### src/ewm_pkg.sv
// constants shared by the extended write and sector marking block
// How it works
// (RQ1) command 34h takes host sectors, then commits each one to the medium
// (RQ2) sector payload moves through the data port as 16-bit words
// (RQ3) an uncorrectable write error stops the command at the failing sector
// (RQ4) host puts count bits 7:0 in current byte, 15:8 in previous byte
// (RQ5) a sector count of 0000h means 65,536 sectors
// (RQ6) host loads address bytes 7:0..23:16 current, 31:24..47:40 previous
// (RQ7) high byte select clear: address bytes return error address bits 23:0
// (RQ8) high byte select set: address bytes return error address bits 47:24
// (RQ9) command 45h marks addressed sectors so later reads report uncorrectable
// (RQ10) feature 55h marks every sector of the 4KB block as pseudo bad
// (RQ11) pseudo bad read: run recovery first, then set uncorrectable and error
// (RQ12) feature AAh marks only the addressed sectors as flagged bad
// (RQ13) flagged bad read: set uncorrectable and error at once, no recovery
// (RQ14) reads of 55h-marked sectors are logged as failures
// (RQ15) reads of AAh-marked sectors are never logged
// (RQ16) sector marks survive power loss and device reset
// (RQ17) a marking command that cannot be done ends with command aborted
// (RQ18) any feature other than 55h or AAh aborts the marking command
// (RQ19) marking uses the 16-bit sector count as consecutive sectors to mark
// (RQ20) host sets device register bit 6 for block addressing first
// (RQ21) busy rises within 5 us after the host delivers sector data
package ewm_pkg;
	// command and feature codes
	localparam logic [7:0]  CMD_WRITE_EXT     = 8'h34;
	localparam logic [7:0]  CMD_MARK_UNC      = 8'h45;
	localparam logic [7:0]  FEAT_PSEUDO       = 8'h55;
	localparam logic [7:0]  FEAT_FLAGGED      = 8'hAA;
	// task file selects
	localparam logic [3:0]  SEL_FEATURE_ERROR = 4'h1;
	localparam logic [3:0]  SEL_COUNT         = 4'h2;
	localparam logic [3:0]  SEL_ADDR_LOW      = 4'h3;
	localparam logic [3:0]  SEL_ADDR_MID      = 4'h4;
	localparam logic [3:0]  SEL_ADDR_HIGH     = 4'h5;
	localparam logic [3:0]  SEL_DEVICE        = 4'h6;
	localparam logic [3:0]  SEL_CMD_STATUS    = 4'h7;
	localparam logic [3:0]  SEL_DEV_CONTROL   = 4'h8;
	// bit positions
	localparam int          STATUS_BUSY_BIT   = 7;
	localparam int          STATUS_READY_BIT  = 6;
	localparam int          STATUS_DRQ_BIT    = 3;
	localparam int          STATUS_ERR_BIT    = 0;
	localparam int          ERROR_UNC_BIT     = 6;
	localparam int          ERROR_IDNF_BIT    = 4;
	localparam int          ERROR_ABORT_BIT   = 2;
	localparam int          DEVCTL_HOB_BIT    = 7;
	localparam int          DEVICE_LBA_BIT    = 6;
	// reset values and the total for a zero sector count
	localparam logic [7:0]  REG_RESET         = 8'h00;
	localparam logic [47:0] LBA_RESET         = 48'h0000_0000_0000;
	localparam logic [16:0] ZERO_COUNT_TOTAL  = 17'h1_0000;
	// geometry
	localparam int          SECTOR_WORDS      = 256;
	localparam int          BLOCK_SECTORS     = 8;
	localparam int          MARK_DEPTH        = 1024;
	// timing
	localparam int          CLK_PERIOD_NS     = 10;
	localparam int          BUSY_AFTER_DATA_NS = 5000;
	localparam int          BUSY_AFTER_DATA_CYC =
		BUSY_AFTER_DATA_NS / CLK_PERIOD_NS;
endpackage : ewm_pkg

### src/ewm_mark_store.sv
// retained store of pseudo and flagged uncorrectable sector marks
`timescale 1ns/10ps
module ewm_mark_store #(
	parameter int DEPTH         = ewm_pkg::MARK_DEPTH,
	parameter int BLOCK_SECTORS = ewm_pkg::BLOCK_SECTORS
) (
	// clock
	input  wire logic        clk_in,
	// mark write
	input  wire logic        mark_we_in,
	input  wire logic        mark_pseudo_in,
	input  wire logic [47:0] mark_lba_in,
	// lookup
	input  wire logic [47:0] query_lba_in,
	output logic             pseudo_hit_out,
	output logic             flagged_hit_out
);
	import ewm_pkg::*;

	localparam int IDX_W = $clog2(DEPTH);
	localparam int BLK_W = $clog2(BLOCK_SECTORS);

	logic flagged_mem [0:DEPTH-1] = '{default: 1'b0};
	logic pseudo_mem  [0:(DEPTH/BLOCK_SECTORS)-1] = '{default: 1'b0};

	function automatic logic [IDX_W-1:0] sector_index(
		input logic [47:0] lba);
		sector_index = lba[IDX_W-1:0];
	endfunction : sector_index

	function automatic logic [IDX_W-BLK_W-1:0] block_index(
		input logic [47:0] lba);
		block_index = lba[IDX_W-1:BLK_W];
	endfunction : block_index

	// no reset: marks outlive reset and power loss [RQ16]
	always_ff @(posedge clk_in) begin
		if (mark_we_in && mark_pseudo_in) begin
			pseudo_mem[block_index(mark_lba_in)] <= 1'b1; // [RQ10]
		end
	end

	always_ff @(posedge clk_in) begin
		if (mark_we_in && !mark_pseudo_in) begin
			flagged_mem[sector_index(mark_lba_in)] <= 1'b1; // [RQ12]
		end
	end

	assign pseudo_hit_out  = pseudo_mem[block_index(query_lba_in)];
	assign flagged_hit_out = flagged_mem[sector_index(query_lba_in)];
endmodule : ewm_mark_store

### src/ewm_cmd_top.sv
// task file command interpreter for extended write and sector marking
`timescale 1ns/10ps
module ewm_cmd_top #(
	parameter int SECTOR_WORDS = ewm_pkg::SECTOR_WORDS,
	parameter int MARK_DEPTH   = ewm_pkg::MARK_DEPTH
) (
	// clock and reset
	input  wire logic        clk_in,
	input  wire logic        reset_in,
	// task file port
	input  wire logic        tf_wr_in,
	input  wire logic        tf_rd_in,
	input  wire logic [3:0]  tf_sel_in,
	input  wire logic [7:0]  tf_wdata_in,
	output logic      [7:0]  tf_rdata_out,
	// data port
	input  wire logic        data_wr_in,
	input  wire logic [15:0] data_in,
	output logic             data_req_out,
	output logic             cmd_done_out,
	// medium write side
	output logic             media_word_valid_out,
	output logic      [15:0] media_word_out,
	output logic      [47:0] media_lba_out,
	output logic             media_commit_out,
	input  wire logic        media_commit_done_in,
	input  wire logic        media_commit_err_in,
	// read check side
	input  wire logic        rd_req_in,
	input  wire logic [47:0] rd_lba_in,
	output logic             rd_done_out,
	output logic             rd_unc_out,
	output logic             recover_req_out,
	input  wire logic        recover_done_in,
	output logic             log_valid_out,
	output logic      [47:0] log_lba_out
);
	import ewm_pkg::*;

	localparam int WC_W = $clog2(SECTOR_WORDS);

	typedef enum {
		ST_IDLE,
		ST_WR_DATA,
		ST_WR_COMMIT,
		ST_MARK
	} ewm_state_e;

	typedef enum {
		RC_IDLE,
		RC_RECOVER
	} ewm_rchk_e;

	ewm_state_e      state_reg;
	ewm_rchk_e       rchk_reg;
	logic [7:0]      feature_reg;
	logic [7:0]      count_cur_reg;
	logic [7:0]      count_prev_reg;
	logic [7:0]      addr_cur_reg [0:2];
	logic [7:0]      addr_prev_reg [0:2];
	logic [7:0]      device_reg;
	logic            hob_reg;
	logic [7:0]      error_reg;
	logic            err_flag_reg;
	logic [47:0]     cur_lba_reg;
	logic [16:0]     remain_reg;
	logic [WC_W-1:0] word_cnt_reg;
	logic            mark_pseudo_reg;
	logic [47:0]     rchk_lba_reg;
	logic            rchk_log_reg;

	logic            cmd_take;
	logic            idle;
	logic [47:0]     cmd_lba;
	logic [16:0]     cmd_total;
	logic            mark_abort;
	logic            bad_cmd;
	logic            write_fail;
	logic            write_ok;
	logic            finish;
	logic            pseudo_hit;
	logic            flagged_hit;
	logic            rchk_unc;
	logic [7:0]      status_val;

	// 16-bit count from its two bytes, zero meaning the full range
	function automatic logic [16:0] sector_total(
		input logic [7:0] hi, input logic [7:0] lo);
		if ({hi, lo} == 16'h0000) begin
			sector_total = ZERO_COUNT_TOTAL; // [RQ5]
		end else begin
			sector_total = {1'b0, hi, lo};
		end
	endfunction : sector_total

	// 48-bit address from current and previous bytes
	function automatic logic [47:0] lba_from(
		input logic [7:0] p2, input logic [7:0] p1, input logic [7:0] p0,
		input logic [7:0] c2, input logic [7:0] c1, input logic [7:0] c0);
		lba_from = {p2, p1, p0, c2, c1, c0};
	endfunction : lba_from

	assign idle      = (state_reg == ST_IDLE);
	assign cmd_take  = tf_wr_in && idle && (tf_sel_in == SEL_CMD_STATUS);
	assign cmd_lba   = lba_from(addr_prev_reg[2], addr_prev_reg[1],
		addr_prev_reg[0], addr_cur_reg[2], addr_cur_reg[1],
		addr_cur_reg[0]); // [RQ6]
	assign cmd_total = sector_total(count_prev_reg, count_cur_reg); // [RQ4]
	assign mark_abort = (feature_reg != FEAT_PSEUDO
		&& feature_reg != FEAT_FLAGGED) // [RQ18]
		|| (({1'b0, cmd_lba} + {32'h0000_0000, cmd_total})
		> 49'(MARK_DEPTH)); // [RQ17]
	assign bad_cmd   = cmd_take && ((tf_wdata_in == CMD_MARK_UNC && mark_abort)
		|| (tf_wdata_in != CMD_MARK_UNC && tf_wdata_in != CMD_WRITE_EXT));
	assign write_fail = (state_reg == ST_WR_COMMIT) && media_commit_done_in
		&& media_commit_err_in;
	assign write_ok   = (state_reg == ST_WR_COMMIT) && media_commit_done_in
		&& !media_commit_err_in;
	assign finish     = write_fail || bad_cmd
		|| ((write_ok || state_reg == ST_MARK) && remain_reg == 17'h0_0001);

	// handshakes
	assign data_req_out     = (state_reg == ST_WR_DATA);
	assign media_commit_out = (state_reg == ST_WR_COMMIT); // [RQ1]
	assign recover_req_out  = (rchk_reg == RC_RECOVER); // [RQ11]

	// command sequencer
	always_ff @(posedge clk_in or posedge reset_in) begin
		if (reset_in) begin
			state_reg <= ST_IDLE;
		end else begin
			case (state_reg)
				ST_IDLE: begin
					if (cmd_take && !bad_cmd) begin
						if (tf_wdata_in == CMD_WRITE_EXT) begin
							state_reg <= ST_WR_DATA; // [RQ1]
						end else begin
							state_reg <= ST_MARK; // [RQ9]
						end
					end
				end
				ST_WR_DATA: begin
					if (data_wr_in && word_cnt_reg == WC_W'(SECTOR_WORDS - 1)) begin
						state_reg <= ST_WR_COMMIT; // [RQ21]
					end
				end
				ST_WR_COMMIT: begin
					if (finish) begin
						state_reg <= ST_IDLE; // [RQ3]
					end else if (write_ok) begin
						state_reg <= ST_WR_DATA;
					end
				end
				ST_MARK: begin
					if (finish) begin
						state_reg <= ST_IDLE;
					end
				end
				default: begin
					state_reg <= ST_IDLE;
				end
			endcase
		end
	end

	// working address, remaining count and word count
	always_ff @(posedge clk_in or posedge reset_in) begin
		if (reset_in) begin
			cur_lba_reg     <= LBA_RESET;
			remain_reg      <= 17'h0_0000;
			word_cnt_reg    <= '0;
			mark_pseudo_reg <= 1'b0;
		end else if (cmd_take) begin
			cur_lba_reg     <= cmd_lba;
			remain_reg      <= cmd_total; // [RQ19]
			word_cnt_reg    <= '0;
			mark_pseudo_reg <= (feature_reg == FEAT_PSEUDO);
		end else if (state_reg == ST_WR_DATA && data_wr_in) begin
			word_cnt_reg <= word_cnt_reg + 1'b1; // [RQ2]
		end else if (write_ok || state_reg == ST_MARK) begin
			cur_lba_reg <= cur_lba_reg + 48'h0000_0000_0001;
			remain_reg  <= remain_reg - 17'h0_0001;
		end
	end

	// word stream to the medium
	always_ff @(posedge clk_in or posedge reset_in) begin
		if (reset_in) begin
			media_word_valid_out <= 1'b0;
			media_word_out       <= 16'h0000;
			media_lba_out        <= LBA_RESET;
		end else begin
			media_word_valid_out <= (state_reg == ST_WR_DATA) && data_wr_in;
			if (state_reg == ST_WR_DATA && data_wr_in) begin
				media_word_out <= data_in; // [RQ2]
				media_lba_out  <= cur_lba_reg;
			end
		end
	end

	// completion pulse
	always_ff @(posedge clk_in or posedge reset_in) begin
		if (reset_in) begin
			cmd_done_out <= 1'b0;
		end else begin
			cmd_done_out <= finish;
		end
	end

	// host written shadow registers
	always_ff @(posedge clk_in or posedge reset_in) begin
		if (reset_in) begin
			feature_reg    <= REG_RESET;
			count_cur_reg  <= REG_RESET;
			count_prev_reg <= REG_RESET;
			device_reg     <= REG_RESET;
			hob_reg        <= 1'b0;
		end else if (tf_wr_in && idle) begin
			case (tf_sel_in)
				SEL_FEATURE_ERROR: feature_reg <= tf_wdata_in;
				SEL_COUNT: begin
					count_prev_reg <= count_cur_reg; // [RQ4]
					count_cur_reg  <= tf_wdata_in;
				end
				SEL_DEVICE:      device_reg <= tf_wdata_in; // [RQ20]
				SEL_DEV_CONTROL: hob_reg <= tf_wdata_in[DEVCTL_HOB_BIT];
				default: begin
				end
			endcase
		end
	end

	// address bytes, overwritten by the failing sector address
	always_ff @(posedge clk_in or posedge reset_in) begin
		if (reset_in) begin
			for (int i = 0; i < 3; i++) begin
				addr_cur_reg[i]  <= REG_RESET;
				addr_prev_reg[i] <= REG_RESET;
			end
		end else if (write_fail) begin
			for (int i = 0; i < 3; i++) begin
				addr_cur_reg[i]  <= cur_lba_reg[8*i +: 8]; // [RQ7]
				addr_prev_reg[i] <= cur_lba_reg[24 + 8*i +: 8]; // [RQ8]
			end
		end else if (tf_wr_in && idle && tf_sel_in >= SEL_ADDR_LOW
			&& tf_sel_in <= SEL_ADDR_HIGH) begin
			for (int i = 0; i < 3; i++) begin
				if (tf_sel_in == SEL_ADDR_LOW + 4'(i)) begin
					addr_prev_reg[i] <= addr_cur_reg[i]; // [RQ6]
					addr_cur_reg[i]  <= tf_wdata_in;
				end
			end
		end
	end

	// error and error flag, sets win over the command clear
	always_ff @(posedge clk_in or posedge reset_in) begin
		if (reset_in) begin
			error_reg    <= REG_RESET;
			err_flag_reg <= 1'b0;
		end else if (bad_cmd) begin
			error_reg    <= 8'h00 | (8'h01 << ERROR_ABORT_BIT); // [RQ17]
			err_flag_reg <= 1'b1;
		end else if (write_fail || rchk_unc) begin
			error_reg[ERROR_UNC_BIT] <= 1'b1; // [RQ3] [RQ13]
			err_flag_reg             <= 1'b1;
		end else if (cmd_take) begin
			error_reg    <= REG_RESET;
			err_flag_reg <= 1'b0;
		end
	end

	// register read data
	always_comb begin
		status_val = REG_RESET;
		status_val[STATUS_BUSY_BIT]  = !idle && !data_req_out; // [RQ21]
		status_val[STATUS_READY_BIT] = 1'b1;
		status_val[STATUS_DRQ_BIT]   = data_req_out;
		status_val[STATUS_ERR_BIT]   = err_flag_reg;
	end

	always_ff @(posedge clk_in or posedge reset_in) begin
		if (reset_in) begin
			tf_rdata_out <= REG_RESET;
		end else if (tf_rd_in) begin
			case (tf_sel_in)
				SEL_FEATURE_ERROR: tf_rdata_out <= error_reg;
				SEL_COUNT: tf_rdata_out <= hob_reg ? count_prev_reg
					: count_cur_reg;
				SEL_ADDR_LOW: tf_rdata_out <= hob_reg ? addr_prev_reg[0]
					: addr_cur_reg[0]; // [RQ7] [RQ8]
				SEL_ADDR_MID: tf_rdata_out <= hob_reg ? addr_prev_reg[1]
					: addr_cur_reg[1]; // [RQ7] [RQ8]
				SEL_ADDR_HIGH: tf_rdata_out <= hob_reg ? addr_prev_reg[2]
					: addr_cur_reg[2]; // [RQ7] [RQ8]
				SEL_DEVICE:     tf_rdata_out <= device_reg;
				SEL_CMD_STATUS: tf_rdata_out <= status_val;
				default:        tf_rdata_out <= REG_RESET;
			endcase
		end
	end

	// mark store, also looked up by read checks
	ewm_mark_store #(
		.DEPTH         (MARK_DEPTH),
		.BLOCK_SECTORS (BLOCK_SECTORS)
	) u_marks (
		.clk_in          (clk_in),
		.mark_we_in      (state_reg == ST_MARK), // [RQ9]
		.mark_pseudo_in  (mark_pseudo_reg), // [RQ10] [RQ12]
		.mark_lba_in     (cur_lba_reg),
		.query_lba_in    (rd_lba_in),
		.pseudo_hit_out  (pseudo_hit),
		.flagged_hit_out (flagged_hit)
	);

	// read check sequencer
	assign rchk_unc = (rchk_reg == RC_IDLE && rd_req_in && flagged_hit)
		|| (rchk_reg == RC_RECOVER && recover_done_in);

	always_ff @(posedge clk_in or posedge reset_in) begin
		if (reset_in) begin
			rchk_reg     <= RC_IDLE;
			rchk_lba_reg <= LBA_RESET;
			rchk_log_reg <= 1'b0;
		end else begin
			case (rchk_reg)
				RC_IDLE: begin
					if (rd_req_in) begin
						rchk_lba_reg <= rd_lba_in;
						if (!flagged_hit && pseudo_hit) begin
							rchk_reg     <= RC_RECOVER; // [RQ11]
							rchk_log_reg <= 1'b1;
						end
					end
				end
				RC_RECOVER: begin
					if (recover_done_in) begin
						rchk_reg     <= RC_IDLE;
						rchk_log_reg <= 1'b0;
					end
				end
				default: begin
					rchk_reg <= RC_IDLE;
				end
			endcase
		end
	end

	// read check answers
	always_ff @(posedge clk_in or posedge reset_in) begin
		if (reset_in) begin
			rd_done_out   <= 1'b0;
			rd_unc_out    <= 1'b0;
			log_valid_out <= 1'b0;
			log_lba_out   <= LBA_RESET;
		end else begin
			rd_done_out   <= (rchk_reg == RC_IDLE && rd_req_in
				&& (flagged_hit || !pseudo_hit)) || (rchk_reg == RC_RECOVER
				&& recover_done_in);
			log_valid_out <= rchk_reg == RC_RECOVER && recover_done_in
				&& rchk_log_reg; // [RQ14] [RQ15]
			if (rchk_reg == RC_IDLE && rd_req_in) begin
				rd_unc_out <= flagged_hit; // [RQ13]
			end else if (rchk_reg == RC_RECOVER && recover_done_in) begin
				rd_unc_out  <= 1'b1; // [RQ11]
				log_lba_out <= rchk_lba_reg; // [RQ14]
			end
		end
	end
endmodule : ewm_cmd_top

### config.mk
export PLATFORM = sky130hd
export DESIGN_NAME = ewm_cmd_top
export DESIGN_NICKNAME = d
export VERILOG_FILES = /design/src/ewm_pkg.sv /design/src/ewm_mark_store.sv /design/src/ewm_cmd_top.sv
export SDC_FILE = /design/constraint.sdc
export NUM_CORES = 2
export LEC_CHECK = 0
export BUFFER_PORTS_ARGS = -buffer_cell sky130_fd_sc_hd__buf_4
export CAP_MARGIN = 20
export CORE_MARGIN = 1.5
export CORE_UTILIZATION = 40
export CTS_CLUSTER_SIZE = 10
export DETAILED_ROUTE_END_ITERATION = 8
export GPL_ROUTABILITY_DRIVEN = 1
export GPL_TIMING_DRIVEN = 0
export SETUP_SLACK_MARGIN = 0.4
export SYNTH_ARGS = -nofsm -noshare
export SYNTH_HDL_FRONTEND = slang
export SYNTH_HIERARCHICAL = 1
export SYNTH_SLANG_ARGS = --single-unit
### constraint.sdc
create_clock -name clk_in -period 10.5 [get_ports clk_in]
set_clock_uncertainty 0.1 [all_clocks]
set_input_delay 0.525 -clock clk_in [delete_from_list [all_inputs] [get_ports clk_in]]
set_output_delay 0.525 -clock clk_in [all_outputs]
set_load 0.02 [all_outputs]
# Word level (Yosys, flattened, before mapping)

Memory sizes are Yosys's and may differ from the RTL's.
Cells that the tools add are included.

Logic and storage cells: 197
Memories kept: 2
Input bits: 85
Bits in writable memories: 1152
Register bits after elaboration: 402
Output and inout port bits: 128

Memories:

| memory              | depth | width | rd ports | clocked after Yosys merged registers in | wr ports | line                 | text |
|---|---|---|---|---|---|---|---|
| u_marks.flagged_mem | 1024  | 1     | 1        | 0                                       | 1        | ewm_mark_store.sv:23 | `logic flagged_mem [0:DEPTH-1] = '{default: 1'b0};` |
| u_marks.pseudo_mem  | 128   | 1     | 1        | 0                                       | 1        | ewm_mark_store.sv:24 | `logic pseudo_mem [0:(DEPTH/BLOCK_SECTORS)-1] = '{default: 1'b0};` |

Add/sub/neg operators: 4
Muxes and demuxes: 53
Equality and inequality tests: 34
Order comparisons: 3
Bitwise operators: 1
Reduce and logical (&&, ||, !) cells: 69

Operator list:

| operator                                             | count |
|---|---|
| two-way mux 32 bit                                   | 8 |
| two-way mux 48 bit                                   | 3 |
| equality test 32 x 2 -> 1 bit, second input constant | 4 |
| zero test 32 bit                                     | 4 |
| one-hot mux 32 bit (4 select lines)                  | 1 |
| two-way mux 8 bit                                    | 14 |
| two-way mux 24 bit                                   | 4 |
| two-way mux 17 bit                                   | 4 |
| equality test 32 x 1 -> 1 bit, second input constant | 2 |
| equality test 32 x 3 -> 1 bit, second input constant | 2 |
| one-hot mux 32 bit (2 select lines)                  | 1 |
| one-hot mux 8 bit (7 select lines)                   | 1 |
| adder 48 x 17 -> 49 bit                              | 1 |
| > comparator 49 x 11 -> 1 bit, second input constant | 1 |
| adder 48 x 1 -> 48 bit, second input constant        | 1 |
| logical AND 1 bit                                    | 24 |
| AND reduction 2 bit                                  | 11 |
| nonzero test 2 bit                                   | 9 |
| equality test 17 x 1 -> 1 bit, second input constant | 1 |
| subtractor 17 x 1 -> 17 bit, second input constant   | 1 |
| equality test 4 x 3 -> 1 bit, second input constant  | 4 |
| equality test 8 x 7 -> 1 bit, second input constant  | 2 |
| zero test 16 bit                                     | 1 |
| != test 2 bit, second input constant                 | 8 |
| other kinds (22)                                     | 52 |

# Depth between registers and ports, before layout

Word-level depth: 12
Depth in mapped cells: 19
Gate-level depth less buffers: 14

# By module

The synthesis kept the hierarchy.

Modules (own cells, without submodules):

| module         | seq. area each (sq um) | cells each | area each (sq um) | instances |
|---|---|---|---|---|
| ewm_mark_store | 23062.1                | 3491       | 42852.3           | 1 |
| ewm_cmd_top    | 8358.0                 | 1790       | 17259.1           | 1 |

# Worst setup path after synthesis

Ideal clock, no wire load.

Kind: input to register
Start: input port rd_lba_in[1]
End: register err_flag_reg
Required time: 10.270 ns
Stages: 16
Buffers on the path: 4
Setup time: 0.130 ns
Slack: 6.657 ns
Arrival time: 3.613 ns
Path through: buf_4 > buf_2 > buf_2 > clkbuf_1 > mux4_2 > a221oi_1 > o22ai_1 > a211oi_1 > nor4_1 > or4_1 > a21oi_1 > nand2_1 > a21oi_1 > nand3_1 > nor4_1 > a21oi_1

Cells in the longest elaborated chain, start to end: 6
Elaborated cells between the ends (all ways): 7
Those cells by class: 2 x mux; 4 x reduce/logical; 1 x memory

Ends and longest elaborated chain:

| element                 | line               | text |
|---|---|---|
| start: declaration      | ewm_cmd_top.sv:30  | `input wire logic [47:0] rd_lba_in,` |
| memory (1024 x 1 bit) * | n/a                |  |
| via flagged_hit         | ewm_cmd_top.sv:82  | `logic flagged_hit;` |
| logical AND 1 bit *     | ewm_cmd_top.sv:318 | `assign rchk_unc = (rchk_reg == RC_IDLE && rd_req_in && flagged_hit)` |
| logical OR 1 bit *      | ewm_cmd_top.sv:319 | `\|\| (rchk_reg == RC_RECOVER && recover_done_in);` |
| logical OR 1 bit *      | ewm_cmd_top.sv:264 | `end else if (write_fail \|\| rchk_unc) begin` |
| two-way mux 1 bit       | ewm_cmd_top.sv:264 |  |
| two-way mux 1 bit       | ewm_cmd_top.sv:261 | `end else if (bad_cmd) begin` |
| end signal: assignment  | ewm_cmd_top.sv:260 | `err_flag_reg <= 1'b0;` |
| end signal: assignment  | ewm_cmd_top.sv:263 | `err_flag_reg <= 1'b1;` |
| end signal: assignment  | ewm_cmd_top.sv:266 | `err_flag_reg <= 1'b1;` |
| end: declaration        | ewm_cmd_top.sv:64  | `logic err_flag_reg;` |

Mark *: on every way through the listed nets, which the timed path passes. The rest lies on a longest branch.
A chain may end at the register's enable or synchronous reset.

# Final worst setup path

Ends and elaborated chain as after synthesis.

==> summary.md <==
| Metric | Value |
|---|---|
| Worst-Margin Slew | 1.32 ns |
| RSZ-0062 raised after global routing | no |
| Met3 GRT Util | 7.94% |
| FF-to-FF path depth | 13 |
| I/O pin cnt | 213 |
| Final setup violation count | 0 |
| CTS H-Tree Depth | 4 |
| Mapped Cells | 5281 |
| Num Clock Sinks | 1486 |
| Post-CTS Setup Inserts | 0 |
| TritonCTS clock tree | done |
| Placement Rows | 142 |
| DRC | 0 |
| Max-slew violation count | 0 |
| Fill cell total of the finished layout | 13600 |
| Clock transition at the registers of the reported paths | 0.07 ns |
| Switching part of the total power | 29.7% |
| Hold Path Class | input pin to flop |
| Core Area | 149000 sq um |
| Chip width | 391 um |
| Endpoint type of the worst setup path | flop |
| Hold_ws | 0.0416 ns |
| Max-Cap Viols | 0 |
| Area Overhead vs Synth | 17.1% |
| Final WL | 229000 um |
| Buffers on Ports | 208 |
| TNS Setup | 0 ns |
| Peak supply drop | 169 uV |
| Yosys cell types | 87 |
| Ys async rst share | 22.5% |
| Worst Path Required | 11.10 ns |
| Worst reg-to-reg setup slack | 5.13 ns |
| Synth Net Count | 5388 |
| Comb power frac | 14.6% |
| Clock group share of total power | 39.4% |
| Synthesized area per cell | 11.4 sq um |
| Outcome | complete, no violations |
| Tmin final | 7.38 ns |
| Yosys top cell area share | 38.4% |
| Leading area contributor after synthesis | dfxtp_1 |
| Flip-flop count of the largest register after layout | 1024 |
| Initial antenna violation count | 6 |
| DP HPWL | 162000 um |
| WP data arrival | 7.98 ns |
| FF-to-FF End | err_flag_reg$_DFFE_PP0P_ |
| Avg WL per Cell | 29.1 um |
| GRT Resource Usage Total | 29.5% |
| Met2 usage in global routing | 43.8% |
| GRT Max-Usage Layer | met2 |
| First-pass GRT wire length | 327000 um |
| 1st-iter DRT viols | 5975 |
| Fin. Hold Viols | 0 |
| Pwr/cell area | 194 nW/um^2 |
| DIE AREA | 153000 sq um |
| Largest net degree at the start of global routing | 112 |
| Post-synth EDFFs | 0 |
| Die span in y | 391 um |
| Fin nets | 5886 |
| Met1 Use GR | 40.0% |
| Synth top area cells | dfxtp_1 (38%), dfrtp_1 (14%), mux4_2 (9.9%), a21o_1 (8.3%), o21bai_1 (6.2%) |
| Yosys warnings | 6 |
| Crit-path max FO | 10 |
| Cells on Worst Hold Path | 2 |
| Slew Limit Headroom | 11.8% |
| Internal power | 9.58 mW |
| Top FF cell, synth | dfxtp_1 |
| Total CTS buffers | 170 |
| Period utilization | 70.3% |
| Largest Register | u_marks/flagged_mem |
| RR Startpoint | u_marks/flagged_mem[919]$_DFF_P_ |
| Finished Core Util | 47.1% |
| Mapped cell area | 60100 sq um |
| Clock Latency Late Sink | 0.82 ns |
| Top Registers | u_marks/flagged_mem: 1024 flops, u_marks/pseudo_mem: 128 flops |
| Vias in the first global route | 45400 |
| Sw power | 4.05 mW |
| Maximum buffer depth of the clock tree | 3 |
| Root Buffer | clkbuf_16 |
| Grt ovf | 0 |
| Setup CP Type | input pin to flop |
| Antenna violation net count after detailed routing | 0 |
| Vias | 47700 |
| Sequential area share after synthesis | 52.3% |
| Type of origin of the critical path | input pin |
| Hold EP | tf_rdata_out[1]$_DFFE_PP0P_ |
| Layout cell share with drive strength beyond 1 | 16.5% |
| Initial core utilization | 40.2% |
| Power Total | 13.6 mW |
| Leak | 32.7 nW |
| Peak Freq | 135 MHz |
| Post-synthesis register bit count | 1486 |
| Seq pwr share | 46.0% |
| Hold_sp | tf_rd_in |
| Routability Congestion | 0.962 |
| Router iterations before antenna repair | 6 |
| DR vias/cell | 6.07 |
[worst max-delay path by stage]
stage	to	cells past startpoint	startpoint
2_1_floorplan	addr_cur_reg[0]$_DFFE_PP0P_	1	reset_in
3_3_place_gp	tf_rdata_out[6]$_DFFE_PP0P_	2	reset_in
3_5_place_dp	err_flag_reg$_DFFE_PP0P_	17	rd_lba_in[1]
4_1_cts	err_flag_reg$_DFFE_PP0P_	18	rd_lba_in[1]
5_1_grt	err_flag_reg$_DFFE_PP0P_	18	rd_lba_in[1]
6_report	err_flag_reg$_DFFE_PP0P_	18	rd_lba_in[1]
[power groups by stage]
stage                     combinational, mW  clock (mW)  sequential, mW
after floorplan                        1.03           0            6.33
after CTS                              1.95        5.43            6.24
after global routing                   2.12        5.67            6.28
after detailed placement               1.92           0            6.36
after global placement                 1.88           0            6.36
final                                  2.00        5.37            6.26
[per-layer routing]
| layer | part of all wire [%] | routed length, um |
|---|---|---|
| met2 | 43 | 97700 |
| met1 | 41 | 94000 |
| met3 | 11 | 25800 |
| met5 | 0.0044 | 10 |
| met4 | 5.0 | 11400 |
[cells in the final DEF, fill, tap and decap left out, types with 29 or more instances in the layout]
cell / synthesis / final
dfxtp_1: 1152 / 1152
a21o_1: 661 / 661
o21bai_1: 498 / 498
nand2_1: 470 / 470
clkbuf_1: 346 / 384
dfrtp_1: 334 / 334
mux4_2: 265 / 265
buf_4: 22 / 235
clkbuf_16: 0 / 171
mux2i_1: 159 / 159
nor2_1: 149 / 149
o21ai_0: 138 / 138
mux2_2: 135 / 135
a21oi_1: 100 / 100
nor3_1: 83 / 80
dlygate4sd3_1: 0 / 72
nand3_1: 59 / 59
buf_2: 36 / 43
nand4_1: 42 / 42
a22oi_1: 40 / 40
o22ai_1: 36 / 36
inv_1: 36 / 35
o221ai_1: 34 / 34
nor4_1: 40 / 34
buf_1: 32 / 29
[cell families (layout without fill, tap and decap cells)]
logic type,Yosys count,after routing,share of synthesized area (%)
fa+ha+maj,22,22,0.470
compound gates,1710,1710,20.7
mux,559,559,15.1
xor+xnor,27,27,0.393
flops,1486,1486,52.3
other cells,0,3,0
simple gates,990,990,7.70
buf+inv,487,1050,3.36
[stage by stage]
step	instance area (sq um)	setup slack (ns)	cells
floorplan	60100	0.622	5281
global placement	64200	-3.48	7505
detailed placement	64700	3.24	7538
CTS	70300	3.54	7847
global route	70400	3.14	7860
finish	70400	3.12	7863
[timing repair]
item,in CTS,in global routing
setup endpoints to repair,0,0
resized for setup,0,0
endpoints found under the hold margin,127,0
hold buffers,72,0
[critical path: stages]
cell and delay [ns]:
dlygate4sd3_1 0.53, buf_4 0.14, buf_4 0.24, buf_2 0.51, buf_2 0.63, clkbuf_2 0.76
mux4_2 0.44, a221oi_1 0.86, o22ai_1 0.39, a211oi_1 0.41, nor4_1 0.10, or4_1 0.74
a21oi_1 0.84, nand2_1 0.21, a21oi_1 0.21, nand3_1 0.10, nor4_1 0.23, a21oi_1 0.06
[cells in the mapped netlist, types with 20 or more instances]
cell type	n
nor3_1	83
ha_1	21
nor4_1	40
dfxtp_1	1152
mux4_2	265
and3_1	20
buf_1	32
o211ai_1	21
mux2i_1	159
nand3_1	59
o21bai_1	498
o221ai_1	34
nor2_1	149
buf_4	22
nand2_1	470
nand4_1	42
a21o_1	661
a21oi_1	100
nand2b_1	22
buf_2	36
o21ai_0	138
a22oi_1	40
mux2_2	135
inv_1	36
o22ai_1	36
clkbuf_1	346
dfrtp_1	334
[area by class of cell]
cell class / count / area [sq um] / area share (%)
Clock buffer: 219 / 4500 / 6.39
Sequential cell: 1486 / 31400 / 44.6
Timing Repair Buffer: 326 / 2820 / 4.01
Inverter: 42 / 165 / 0.235
Multi-Input combinational cell: 3308 / 26700 / 38.0
Antenna cell: 3 / 7.51 / 0.0107
Clock inverter: 18 / 373 / 0.530
Tap cell: 2016 / 2520 / 3.58
Buffer: 445 / 1870 / 2.66
Note: power is estimated with default switching activity, not from simulation.
